**src/hw/exec_pkg.sv**
```systemverilog
/*
  Shared constants for the compare, skip, call and return execution unit:
  operation codes, state names, register offsets, flag positions, cycle
  counts and reset values.
  Assumes it is compiled before every design file that names it.
*/
package exec_pkg;

  // Operation presented by the decode path with the issue strobe
  typedef enum logic [3:0] {
    OP_INDIRECT_CALL,
    OP_DIRECT_CALL,
    OP_SUBROUTINE_RETURN,
    OP_INTERRUPT_RETURN,
    OP_COMPARE_SKIP_EQUAL,
    OP_REGISTER_COMPARE,
    OP_COMPARE_WITH_CARRY,
    OP_COMPARE_IMMEDIATE,
    OP_SKIP_REG_BIT_CLEAR,
    OP_SKIP_REG_BIT_SET,
    OP_SKIP_IO_BIT_CLEAR,
    OP_SKIP_IO_BIT_SET,
    OP_BRANCH_FLAG_SET,
    OP_BRANCH_FLAG_CLEAR
  } op_t;

  typedef enum logic [0:0] {
    ST_IDLE,
    ST_WAIT
  } fsm_t;

  // Register port map
  localparam int ADDR_W = 3;
  localparam int DATA_W = 8;
  localparam logic [2:0] ADDR_STATUS = 3'h0;
  localparam logic [2:0] ADDR_PC_LO = 3'h1;
  localparam logic [2:0] ADDR_PC_HI = 3'h2;
  localparam logic [2:0] ADDR_STACK_PTR = 3'h3;
  localparam logic [2:0] ADDR_STATE = 3'h4;

  // Status register bit positions
  localparam int FLAG_C = 0;
  localparam int FLAG_Z = 1;
  localparam int FLAG_N = 2;
  localparam int FLAG_V = 3;
  localparam int FLAG_S = 4;
  localparam int FLAG_H = 5;
  localparam int FLAG_T = 6;
  localparam int FLAG_I = 7;

  // Cycle counts per instruction, issue cycle included
  localparam logic [2:0] CYC_INDIRECT_CALL = 3'h3;
  localparam logic [2:0] CYC_DIRECT_CALL = 3'h4;
  localparam logic [2:0] CYC_RETURN = 3'h4;
  localparam logic [2:0] CYC_COMPARE = 3'h1;
  localparam logic [2:0] CYC_BRANCH_TAKEN = 3'h2;
  localparam logic [2:0] CYC_NOT_TAKEN = 3'h1;
  // Remaining count at which a return reads the stack
  localparam logic [2:0] RETURN_READ_AT = 3'h3;

  // Instruction lengths in words
  localparam int LEN_SHORT = 1;
  localparam int LEN_LONG = 2;

  // Default widths and reset values
  localparam int DEF_PC_W = 16;
  localparam int DEF_STACK_AW = 4;
  localparam logic [7:0] STATUS_RST = 8'h00;
  localparam logic [7:0] RDATA_RST = 8'h00;

endpackage

```
**src/hw/exec_unit.sv**
```systemverilog
/*
  Execution unit for calls, returns, compares, compare-skip, bit-test
  skips and flag branches of an 8-bit core. Owns the program counter,
  status register and return stack pointer; the stack words sit in
  stack_mem.
  Assumes decode presents one operation per issue pulse with its operands
  valid in that cycle, and that software reaches the state over the plain
  register port.
*/
// Local design decisions: the strobed register port and the register addresses.
`timescale 1ns/10ps
module exec_unit #(
  parameter int PC_W = exec_pkg::DEF_PC_W,
  parameter int STACK_AW = exec_pkg::DEF_STACK_AW
) (
  input wire logic clock,
  input wire logic rst,
  input wire logic issue,
  input wire logic [3:0] op,
  input wire logic [7:0] rd_val,
  input wire logic [7:0] rr_val,
  input wire logic [7:0] imm,
  input wire logic [2:0] bit_sel,
  input wire logic [7:0] io_val,
  input wire logic [PC_W-1:0] pointer,
  input wire logic [PC_W-1:0] abs_target,
  input wire logic [6:0] offset,
  input wire logic [2:0] flag_sel,
  input wire logic next_long,
  input wire logic [exec_pkg::ADDR_W-1:0] addr,
  input wire logic [exec_pkg::DATA_W-1:0] wdata,
  input wire logic wr,
  input wire logic rd,
  output logic [exec_pkg::DATA_W-1:0] rdata,
  output logic busy,
  output logic done,
  output logic [PC_W-1:0] pc,
  output logic [7:0] status
);

  generate
    if (PC_W < 9 || PC_W > 16 || STACK_AW < 1 || STACK_AW > 8) begin : g_bad
      $error("exec_unit: unsupported parameter values");
    end
  endgenerate

  typedef struct packed {
    exec_pkg::fsm_t fsm;
    logic [2:0] cnt;
    logic is_return;
    logic is_irq_return;
    logic [PC_W-1:0] pc;
    logic [PC_W-1:0] target;
    logic [STACK_AW-1:0] sp;
    logic [7:0] status;
    logic done;
    logic [7:0] rdata;
  } state_t;

  state_t s_reg;
  state_t s_next;

  logic mem_we;
  logic mem_re;
  logic [STACK_AW-1:0] mem_addr;
  logic [PC_W-1:0] mem_wdata;
  logic [PC_W-1:0] mem_rdata;

  stack_mem #(
    .AW(STACK_AW),
    .DW(PC_W)
  ) u_stack (
    .clock(clock),
    .rst(rst),
    .we(mem_we),
    .re(mem_re),
    .addr(mem_addr),
    .wdata(mem_wdata),
    .rdata(mem_rdata)
  );

  // Flags of dst - src - carry; result itself is never kept
  function automatic logic [7:0] compare_flags(
    input logic [7:0] st,
    input logic [7:0] d,
    input logic [7:0] r,
    input logic with_carry
  );
    logic [8:0] diff;
    logic [7:0] res;
    logic [7:0] f;
    logic cin;
    cin = with_carry & st[exec_pkg::FLAG_C];
    diff = {1'b0, d} - {1'b0, r} - {8'h00, cin};
    res = diff[7:0];
    f = st;
    f[exec_pkg::FLAG_C] = diff[8];
    f[exec_pkg::FLAG_H] = (~d[3] & r[3]) | (r[3] & res[3]) | (res[3] & ~d[3]);
    f[exec_pkg::FLAG_V] = (d[7] & ~r[7] & ~res[7]) | (~d[7] & r[7] & res[7]);
    f[exec_pkg::FLAG_N] = res[7];
    // Carry form keeps zero only if it was already set, for multi-byte chains
    if (with_carry) begin
      f[exec_pkg::FLAG_Z] = (res == 8'h00) & st[exec_pkg::FLAG_Z];
    end else begin
      f[exec_pkg::FLAG_Z] = (res == 8'h00);
    end
    return f;
  endfunction

  // Words skipped over when a skip condition holds
  function automatic logic [1:0] skip_words(input logic cond, input logic long_next);
    logic [1:0] w;
    w = 2'h0;
    if (cond) begin
      w = long_next ? 2'(exec_pkg::LEN_LONG) : 2'(exec_pkg::LEN_SHORT);
    end
    return w;
  endfunction

  // Condition of the compare-skip and bit-test skip group
  function automatic logic skip_condition(
    input exec_pkg::op_t code,
    input logic [7:0] d,
    input logic [7:0] r,
    input logic [7:0] io,
    input logic [2:0] sel
  );
    logic c;
    c = 1'b0;
    case (code)
      exec_pkg::OP_COMPARE_SKIP_EQUAL: c = (d == r);
      exec_pkg::OP_SKIP_REG_BIT_CLEAR: c = ~r[sel];
      exec_pkg::OP_SKIP_REG_BIT_SET: c = r[sel];
      exec_pkg::OP_SKIP_IO_BIT_CLEAR: c = ~io[sel];
      exec_pkg::OP_SKIP_IO_BIT_SET: c = io[sel];
      default: c = 1'b0;
    endcase
    return c;
  endfunction

  // Flag test shared by both branch forms
  function automatic logic branch_condition(
    input logic [7:0] st,
    input logic [2:0] sel,
    input logic on_set
  );
    logic c;
    c = on_set ? st[sel] : ~st[sel];
    return c;
  endfunction

  // Register port view; unmapped offsets read as zero
  function automatic logic [7:0] read_view(
    input logic [exec_pkg::ADDR_W-1:0] a,
    input state_t st
  );
    logic [7:0] v;
    case (a)
      exec_pkg::ADDR_STATUS: v = st.status;
      exec_pkg::ADDR_PC_LO: v = st.pc[7:0];
      exec_pkg::ADDR_PC_HI: v = 8'(st.pc[PC_W-1:8]);
      exec_pkg::ADDR_STACK_PTR: v = 8'(st.sp);
      exec_pkg::ADDR_STATE: v = {5'h00, st.cnt};
      default: v = 8'h00;
    endcase
    return v;
  endfunction

  always_comb begin
    logic [1:0] skip;
    logic cond;
    logic [PC_W-1:0] pc_inc;
    logic [PC_W-1:0] pc_long;
    logic [PC_W-1:0] rel;
    skip = 2'h0;
    cond = 1'b0;
    pc_inc = PC_W'(s_reg.pc + PC_W'(exec_pkg::LEN_SHORT));
    pc_long = PC_W'(s_reg.pc + PC_W'(exec_pkg::LEN_LONG));
    rel = PC_W'(pc_inc + {{(PC_W-7){offset[6]}}, offset});
    s_next = s_reg;
    s_next.done = 1'b0;
    mem_we = 1'b0;
    mem_re = 1'b0;
    mem_addr = s_reg.sp;
    mem_wdata = pc_inc;

    if (rd) begin
      s_next.rdata = read_view(addr, s_reg);
    end

    // Software writes first, so an instruction finishing in the same cycle wins
    if (wr) begin
      case (addr)
        exec_pkg::ADDR_STATUS: s_next.status = wdata;
        exec_pkg::ADDR_PC_LO: s_next.pc[7:0] = wdata;
        exec_pkg::ADDR_PC_HI: s_next.pc[PC_W-1:8] = wdata[PC_W-9:0];
        exec_pkg::ADDR_STACK_PTR: s_next.sp = wdata[STACK_AW-1:0];
        default: ;
      endcase
    end

    case (s_reg.fsm)
      exec_pkg::ST_IDLE: begin
        // Issue is only looked at here, so a busy unit drops it silently
        if (issue) begin
          s_next.is_return = 1'b0;
          s_next.is_irq_return = 1'b0;
          case (exec_pkg::op_t'(op))
            // Stack wraps silently at its depth; no overflow indication
            exec_pkg::OP_INDIRECT_CALL: begin
              mem_we = 1'b1;
              mem_wdata = pc_inc;
              s_next.sp = STACK_AW'(s_reg.sp - 1'b1);
              s_next.target = pointer;
              s_next.cnt = 3'(exec_pkg::CYC_INDIRECT_CALL - 3'h1);
              s_next.fsm = exec_pkg::ST_WAIT;
            end
            exec_pkg::OP_DIRECT_CALL: begin
              mem_we = 1'b1;
              mem_wdata = pc_long;
              s_next.sp = STACK_AW'(s_reg.sp - 1'b1);
              s_next.target = abs_target;
              s_next.cnt = 3'(exec_pkg::CYC_DIRECT_CALL - 3'h1);
              s_next.fsm = exec_pkg::ST_WAIT;
            end
            exec_pkg::OP_SUBROUTINE_RETURN: begin
              s_next.sp = STACK_AW'(s_reg.sp + 1'b1);
              s_next.is_return = 1'b1;
              s_next.cnt = 3'(exec_pkg::CYC_RETURN - 3'h1);
              s_next.fsm = exec_pkg::ST_WAIT;
            end
            exec_pkg::OP_INTERRUPT_RETURN: begin
              s_next.sp = STACK_AW'(s_reg.sp + 1'b1);
              s_next.is_return = 1'b1;
              s_next.is_irq_return = 1'b1;
              s_next.cnt = 3'(exec_pkg::CYC_RETURN - 3'h1);
              s_next.fsm = exec_pkg::ST_WAIT;
            end
            exec_pkg::OP_REGISTER_COMPARE: begin
              s_next.status = compare_flags(s_reg.status, rd_val, rr_val, 1'b0);
              s_next.pc = pc_inc;
              s_next.done = 1'b1;
            end
            exec_pkg::OP_COMPARE_WITH_CARRY: begin
              s_next.status = compare_flags(s_reg.status, rd_val, rr_val, 1'b1);
              s_next.pc = pc_inc;
              s_next.done = 1'b1;
            end
            exec_pkg::OP_COMPARE_IMMEDIATE: begin
              s_next.status = compare_flags(s_reg.status, rd_val, imm, 1'b0);
              s_next.pc = pc_inc;
              s_next.done = 1'b1;
            end
            exec_pkg::OP_BRANCH_FLAG_SET, exec_pkg::OP_BRANCH_FLAG_CLEAR: begin
              cond = branch_condition(s_reg.status, flag_sel,
                exec_pkg::op_t'(op) == exec_pkg::OP_BRANCH_FLAG_SET);
              if (cond) begin
                s_next.target = rel;
                s_next.cnt = 3'(exec_pkg::CYC_BRANCH_TAKEN - 3'h1);
                s_next.fsm = exec_pkg::ST_WAIT;
              end else begin
                s_next.pc = pc_inc;
                s_next.done = 1'b1;
              end
            end
            default: begin
              cond = skip_condition(exec_pkg::op_t'(op), rd_val, rr_val, io_val, bit_sel);
              skip = skip_words(cond, next_long);
              // Skipped words cost one extra cycle each
              if (skip == 2'h0) begin
                s_next.pc = pc_inc;
                s_next.done = 1'b1;
              end else begin
                s_next.target = PC_W'(pc_inc + PC_W'(skip));
                s_next.cnt = 3'(skip);
                s_next.fsm = exec_pkg::ST_WAIT;
              end
            end
          endcase
        end
      end
      exec_pkg::ST_WAIT: begin
        s_next.cnt = 3'(s_reg.cnt - 3'h1);
        // Stack word is registered in the memory, ready one cycle later
        if (s_reg.is_return && s_reg.cnt == exec_pkg::RETURN_READ_AT) begin
          mem_re = 1'b1;
          mem_addr = s_reg.sp;
        end
        if (s_reg.cnt == 3'h1) begin
          s_next.fsm = exec_pkg::ST_IDLE;
          s_next.done = 1'b1;
          if (s_reg.is_return) begin
            s_next.pc = mem_rdata;
            if (s_reg.is_irq_return) begin
              s_next.status[exec_pkg::FLAG_I] = 1'b1;
            end
          end else begin
            s_next.pc = s_reg.target;
          end
        end
      end
      default: begin
        s_next.fsm = exec_pkg::ST_IDLE;
      end
    endcase
  end

  always_ff @(posedge clock) begin
    if (rst) begin
      s_reg.fsm <= exec_pkg::ST_IDLE;
      s_reg.cnt <= 3'h0;
      s_reg.is_return <= 1'b0;
      s_reg.is_irq_return <= 1'b0;
      s_reg.pc <= '0;
      s_reg.target <= '0;
      s_reg.sp <= '1;
      s_reg.status <= exec_pkg::STATUS_RST;
      s_reg.done <= 1'b0;
      s_reg.rdata <= exec_pkg::RDATA_RST;
    end else begin
      s_reg <= s_next;
    end
  end

  assign busy = (s_reg.fsm == exec_pkg::ST_WAIT);
  assign done = s_reg.done;
  assign pc = s_reg.pc;
  assign status = s_reg.status;
  assign rdata = s_reg.rdata;

endmodule

```
**src/hw/stack_mem.sv**
```systemverilog
/*
  Return-address stack storage: one word per entry, synchronous write,
  read data out of a register one cycle after the read enable.
  Assumes a single clock and a synchronous active-high reset.
*/
`timescale 1ns/10ps
module stack_mem #(
  parameter int AW = exec_pkg::DEF_STACK_AW,
  parameter int DW = exec_pkg::DEF_PC_W
) (
  input wire logic clock,
  input wire logic rst,
  input wire logic we,
  input wire logic re,
  input wire logic [AW-1:0] addr,
  input wire logic [DW-1:0] wdata,
  output logic [DW-1:0] rdata
);

  typedef struct packed {
    logic [(1<<AW)-1:0][DW-1:0] words;
    logic [DW-1:0] rdata;
  } mem_t;

  mem_t m_reg;
  mem_t m_next;

  generate
    if (AW < 1 || AW > 8 || DW < 1) begin : g_bad
      $error("stack_mem: unsupported geometry");
    end
  endgenerate

  always_comb begin
    m_next = m_reg;
    if (we) begin
      m_next.words[addr] = wdata;
    end
    if (re) begin
      m_next.rdata = m_reg.words[addr];
    end
  end

  // Contents are cleared too; cheap at this depth and keeps reads defined
  always_ff @(posedge clock) begin
    if (rst) begin
      m_reg <= '0;
    end else begin
      m_reg <= m_next;
    end
  end

  assign rdata = m_reg.rdata;

endmodule
```
**config.mk**
```make
export PLATFORM = sky130hd
export DESIGN_NAME = exec_unit
export DESIGN_NICKNAME = d
export VERILOG_FILES = /design/src/hw/exec_pkg.sv /design/src/hw/exec_unit.sv /design/src/hw/stack_mem.sv
export SDC_FILE = /design/constraint.sdc
export NUM_CORES = 1
export LEC_CHECK = 0
export BUFFER_PORTS_ARGS = -buffer_cell sky130_fd_sc_hd__clkbuf_2
export CAP_MARGIN = 20
export CELL_PAD_IN_SITES_DETAIL_PLACEMENT = 1
export CELL_PAD_IN_SITES_GLOBAL_PLACEMENT = 2
export CORE_MARGIN = 2
export CORE_UTILIZATION = 41
export DETAILED_ROUTE_END_ITERATION = 10
export GPL_TIMING_DRIVEN = 0
export PLACE_DENSITY = 0.92
export RECOVER_POWER = 25
export SETUP_SLACK_MARGIN = 0.5
export SYNTH_ARGS = -nofsm -noshare
export SYNTH_HDL_FRONTEND = slang
export SYNTH_SLANG_ARGS = --single-unit
```
**constraint.sdc**
```tcl
create_clock -name clock -period 6.2 [get_ports clock]
set_input_delay 0.62 -clock clock [delete_from_list [all_inputs] [get_ports clock]]
set_output_delay 0.62 -clock clock [all_outputs]
set_load 0.01 [all_outputs]
```
==> impl_metrics.tcl <==
set metrics [dict create \
    outcome "finished, final reports clean" \
    hpwl_mm 49.4 \
    antenna_found_initial 0 \
    cts_tree "done" \
    path_clk_slew_ps 60 \
    period_needed_ps 4260 \
    reg2regPathDepth 8 \
    cts_setup_buffers 0 \
    nNetsFinal 2217 \
    cp-start-kind "input port" \
    slew_viol_final 0 \
    synth-adder-area-share_pct 3.84 \
    drc 0 \
    ys_types 62 \
    synth_top_family_by_area "compound AO/OA/AOI/OAI gates" \
    routed_wl_mm 66.2 \
    maxSlewHeadroom_pct 15.7 \
    htreeDepth 2 \
    area_growth_pct 14.7 \
    maxClockFrequency_ghz 0.235 \
    synth_fp_nets 2049 \
    final.setup.tns_ps 0 \
    yosysSeqAreaShare_pct 37.9 \
    grt_pass1_wl_mm 99.9 \
    grt_usage_pct 29.7 \
    path_max_fanout 10 \
    worst_ep_required_time_ps 6650 \
    grt_pass1_vias 16500 \
    clockBufferDepth 3 \
    grt_max_degree 14 \
    largest_register_ff_count 256 \
    syn_inst 1901 \
    grt_setup_unrepaired "no" \
    overflow 0 \
    die_w_um 210 \
    synth_ff_type "dfxtp_1" \
    worst_pin_slew_ps 1260 \
    gp_congestion 0.955 \
    finClkSkew_ps 16.2 \
    hold_violations 0 \
    vias 15900 \
    synth_warnings 0 \
    root_buffer "clkbuf_16" \
    period_share_pct 68.7 \
    diodes 0 \
    initial_core_util_pct 41.6 \
    place_inst 2568 \
    p_leak_nw 7.13 \
    synth_compound_area_share_pct 17.4 \
    yosys-top-cells-area "dfxtp_1, mux4_2, a211oi_1" \
    synth.area.mux_share_pct 17.4 \
    wl_per_cell_um 25.1 \
    critPathKind "input port to flip-flop" \
    peakVddDrop_mv 0.203 \
    clock_sinks 331 \
    layout-drive-gt1-share_pct 14.5 \
    cp-end-kind "flip-flop" \
    drv_cap 0 \
    clock_latency_ps 550 \
    cts-resized-gates 0 \
    cellPowerDensity_nw_per_um2 257 \
    min_path_cells 3 \
    synthXorXnorAreaFrac_pct 2.61 \
    synthSimpleGateAreaFrac_pct 14.9 \
    drtIter0Drc 1123 \
    dieArea_sq_um 44300 \
    synth_top_area_share_pct 37.9 \
    hp-class "input port to flip-flop" \
    core_area_sq_um 41900 \
    drt-pass1-iter-count 5 \
    viasPerCell 6.04 \
    worstPathArrival_ps 4710 \
    async_reset_ff_share_pct 0 \
    syn_area_sq_um 17500 \
    setup_viol 0 \
    ant_nets 0 \
    synth-seq-cells 331 \
    synth-edff-count 0 \
    ios 132 \
    finalNonFillerCells 2635 \
    cts_buffers 37 \
    die_y_um 210 \
    holdWs_ps 405 \
    synth_top_area_cell "dfxtp_1" \
    port_buffers 128 \
    holdBufCountCts 0 \
    fin_util_pct 47.7 \
    rows 75 \
    avgSynthCellArea_sq_um 9.19 \
]
[through the flow]
stage	total power, mW	setup slack, ps	cell area, sq um
3_5_place_dp	2.83	1400	18800
6_report	5.14	1940	20000
3_3_place_gp	2.82	1460	18800
5_1_grt	5.29	1460	20000
4_1_cts	5.15	1910	20100
2_1_floorplan	2.60	2410	17500
[worst max-delay path: stages]
cell	delay, ps
clkbuf_2	100
clkbuf_1	520
buf_1	610
nand3_1	150
nand3_1	200
inv_1	60
o21ai_0	150
ha_1	230
inv_1	70
fa_1	380
nand2b_1	200
a21oi_1	320
o211ai_1	200
a21oi_1	240
or3_1	150
xor2_1	170
a21oi_1	120
nor3_1	210
[layout make-up]
| cell class | count | area (sq um) |
|---|---|---|
| clock buffers | 58 | 1150 |
| flip-flops and latches | 331 | 6630 |
| fillers | 4872 | 21900 |
| plain buffers | 197 | 880 |
| well taps | 539 | 674 |
| repair buffers | 129 | 634 |
| inverters | 37 | 139 |
| clock inverters | 8 | 144 |
| multi-input cells | 1336 | 9780 |
[cells in the mapped netlist, types with 7 or more instances]
cell type and instances:
a311oi_1 10, o22ai_1 14, and3_1 14, o211ai_1 7, buf_1 25, nand4_1 11, nor3_1 41, o21ai_0 47
xnor2_1 31, mux2i_1 99, dfxtp_1 331, inv_1 37, nand3_1 25, ha_1 44, a31oi_1 14, buf_4 34
xor2_1 21, nand2b_1 15, mux4_2 85, nor2b_1 17, nand2_1 100, a21oi_1 65, nor2_1 350, buf_2 9
a211oi_1 241, a21o_1 12, or3_1 8, clkbuf_1 125
[kinds of logic after synthesis]
logic type,count (synthesis)
muxes,190
adders and majority gates,50
AOI/OAI and AO/OA,440
xor gates and xnor gates,52
buffers and inverters,234
DFF,331
and+or+nand+nor,604
[routing by layer]
layer	track usage, %	part of all wire (%)	up-vias
met4	14.7	5.2	0
met3	2.86	5.7	158
met2	50.8	48	653
li1	-	-	7226
met5	0	0	-
met1	37.6	41	7875
[path summary, 6_finish.rpt]
path,from,endpoint,slack (ps)
worst min-delay path,wdata[4],status[4],400
worst max-delay path,op[0],s_reg[33],1940
worst max register to register,s_reg[17],u_stack.m_reg[38],2060
worst min register to register,u_stack.rdata[12],u_stack.rdata[12],460
[cells in the final DEF (no fill, tap or decap), types with 6 or more instances in the layout]
master / instances
nor2_1: 350
dfxtp_1: 331
a211oi_1: 241
clkbuf_1: 163
clkbuf_2: 111
nand2_1: 100
mux2i_1: 99
mux4_2: 85
a21oi_1: 65
o21ai_0: 47
ha_1: 44
nor3_1: 41
clkbuf_16: 39
inv_1: 37
xnor2_1: 31
nand3_1: 25
xor2_1: 21
buf_1: 20
clkbuf_4: 18
nor2b_1: 17
nand2b_1: 15
and3_1: 14
a31oi_1: 14
o22ai_1: 14
buf_4: 13
a21o_1: 12
nand4_1: 11
a311oi_1: 10
clkbuf_8: 10
or3_1: 8
buf_2: 7
o211ai_1: 7
fa_1: 6
[power breakdown]
part           internal (mW)  switching (mW)  total [mW]
combinational          0.213           0.394       0.607
clock                   1.44           0.913        2.35
sequential              2.15          0.0328        2.19
total                   3.80            1.34        5.14
Note: power is estimated with default switching activity, not from simulation.
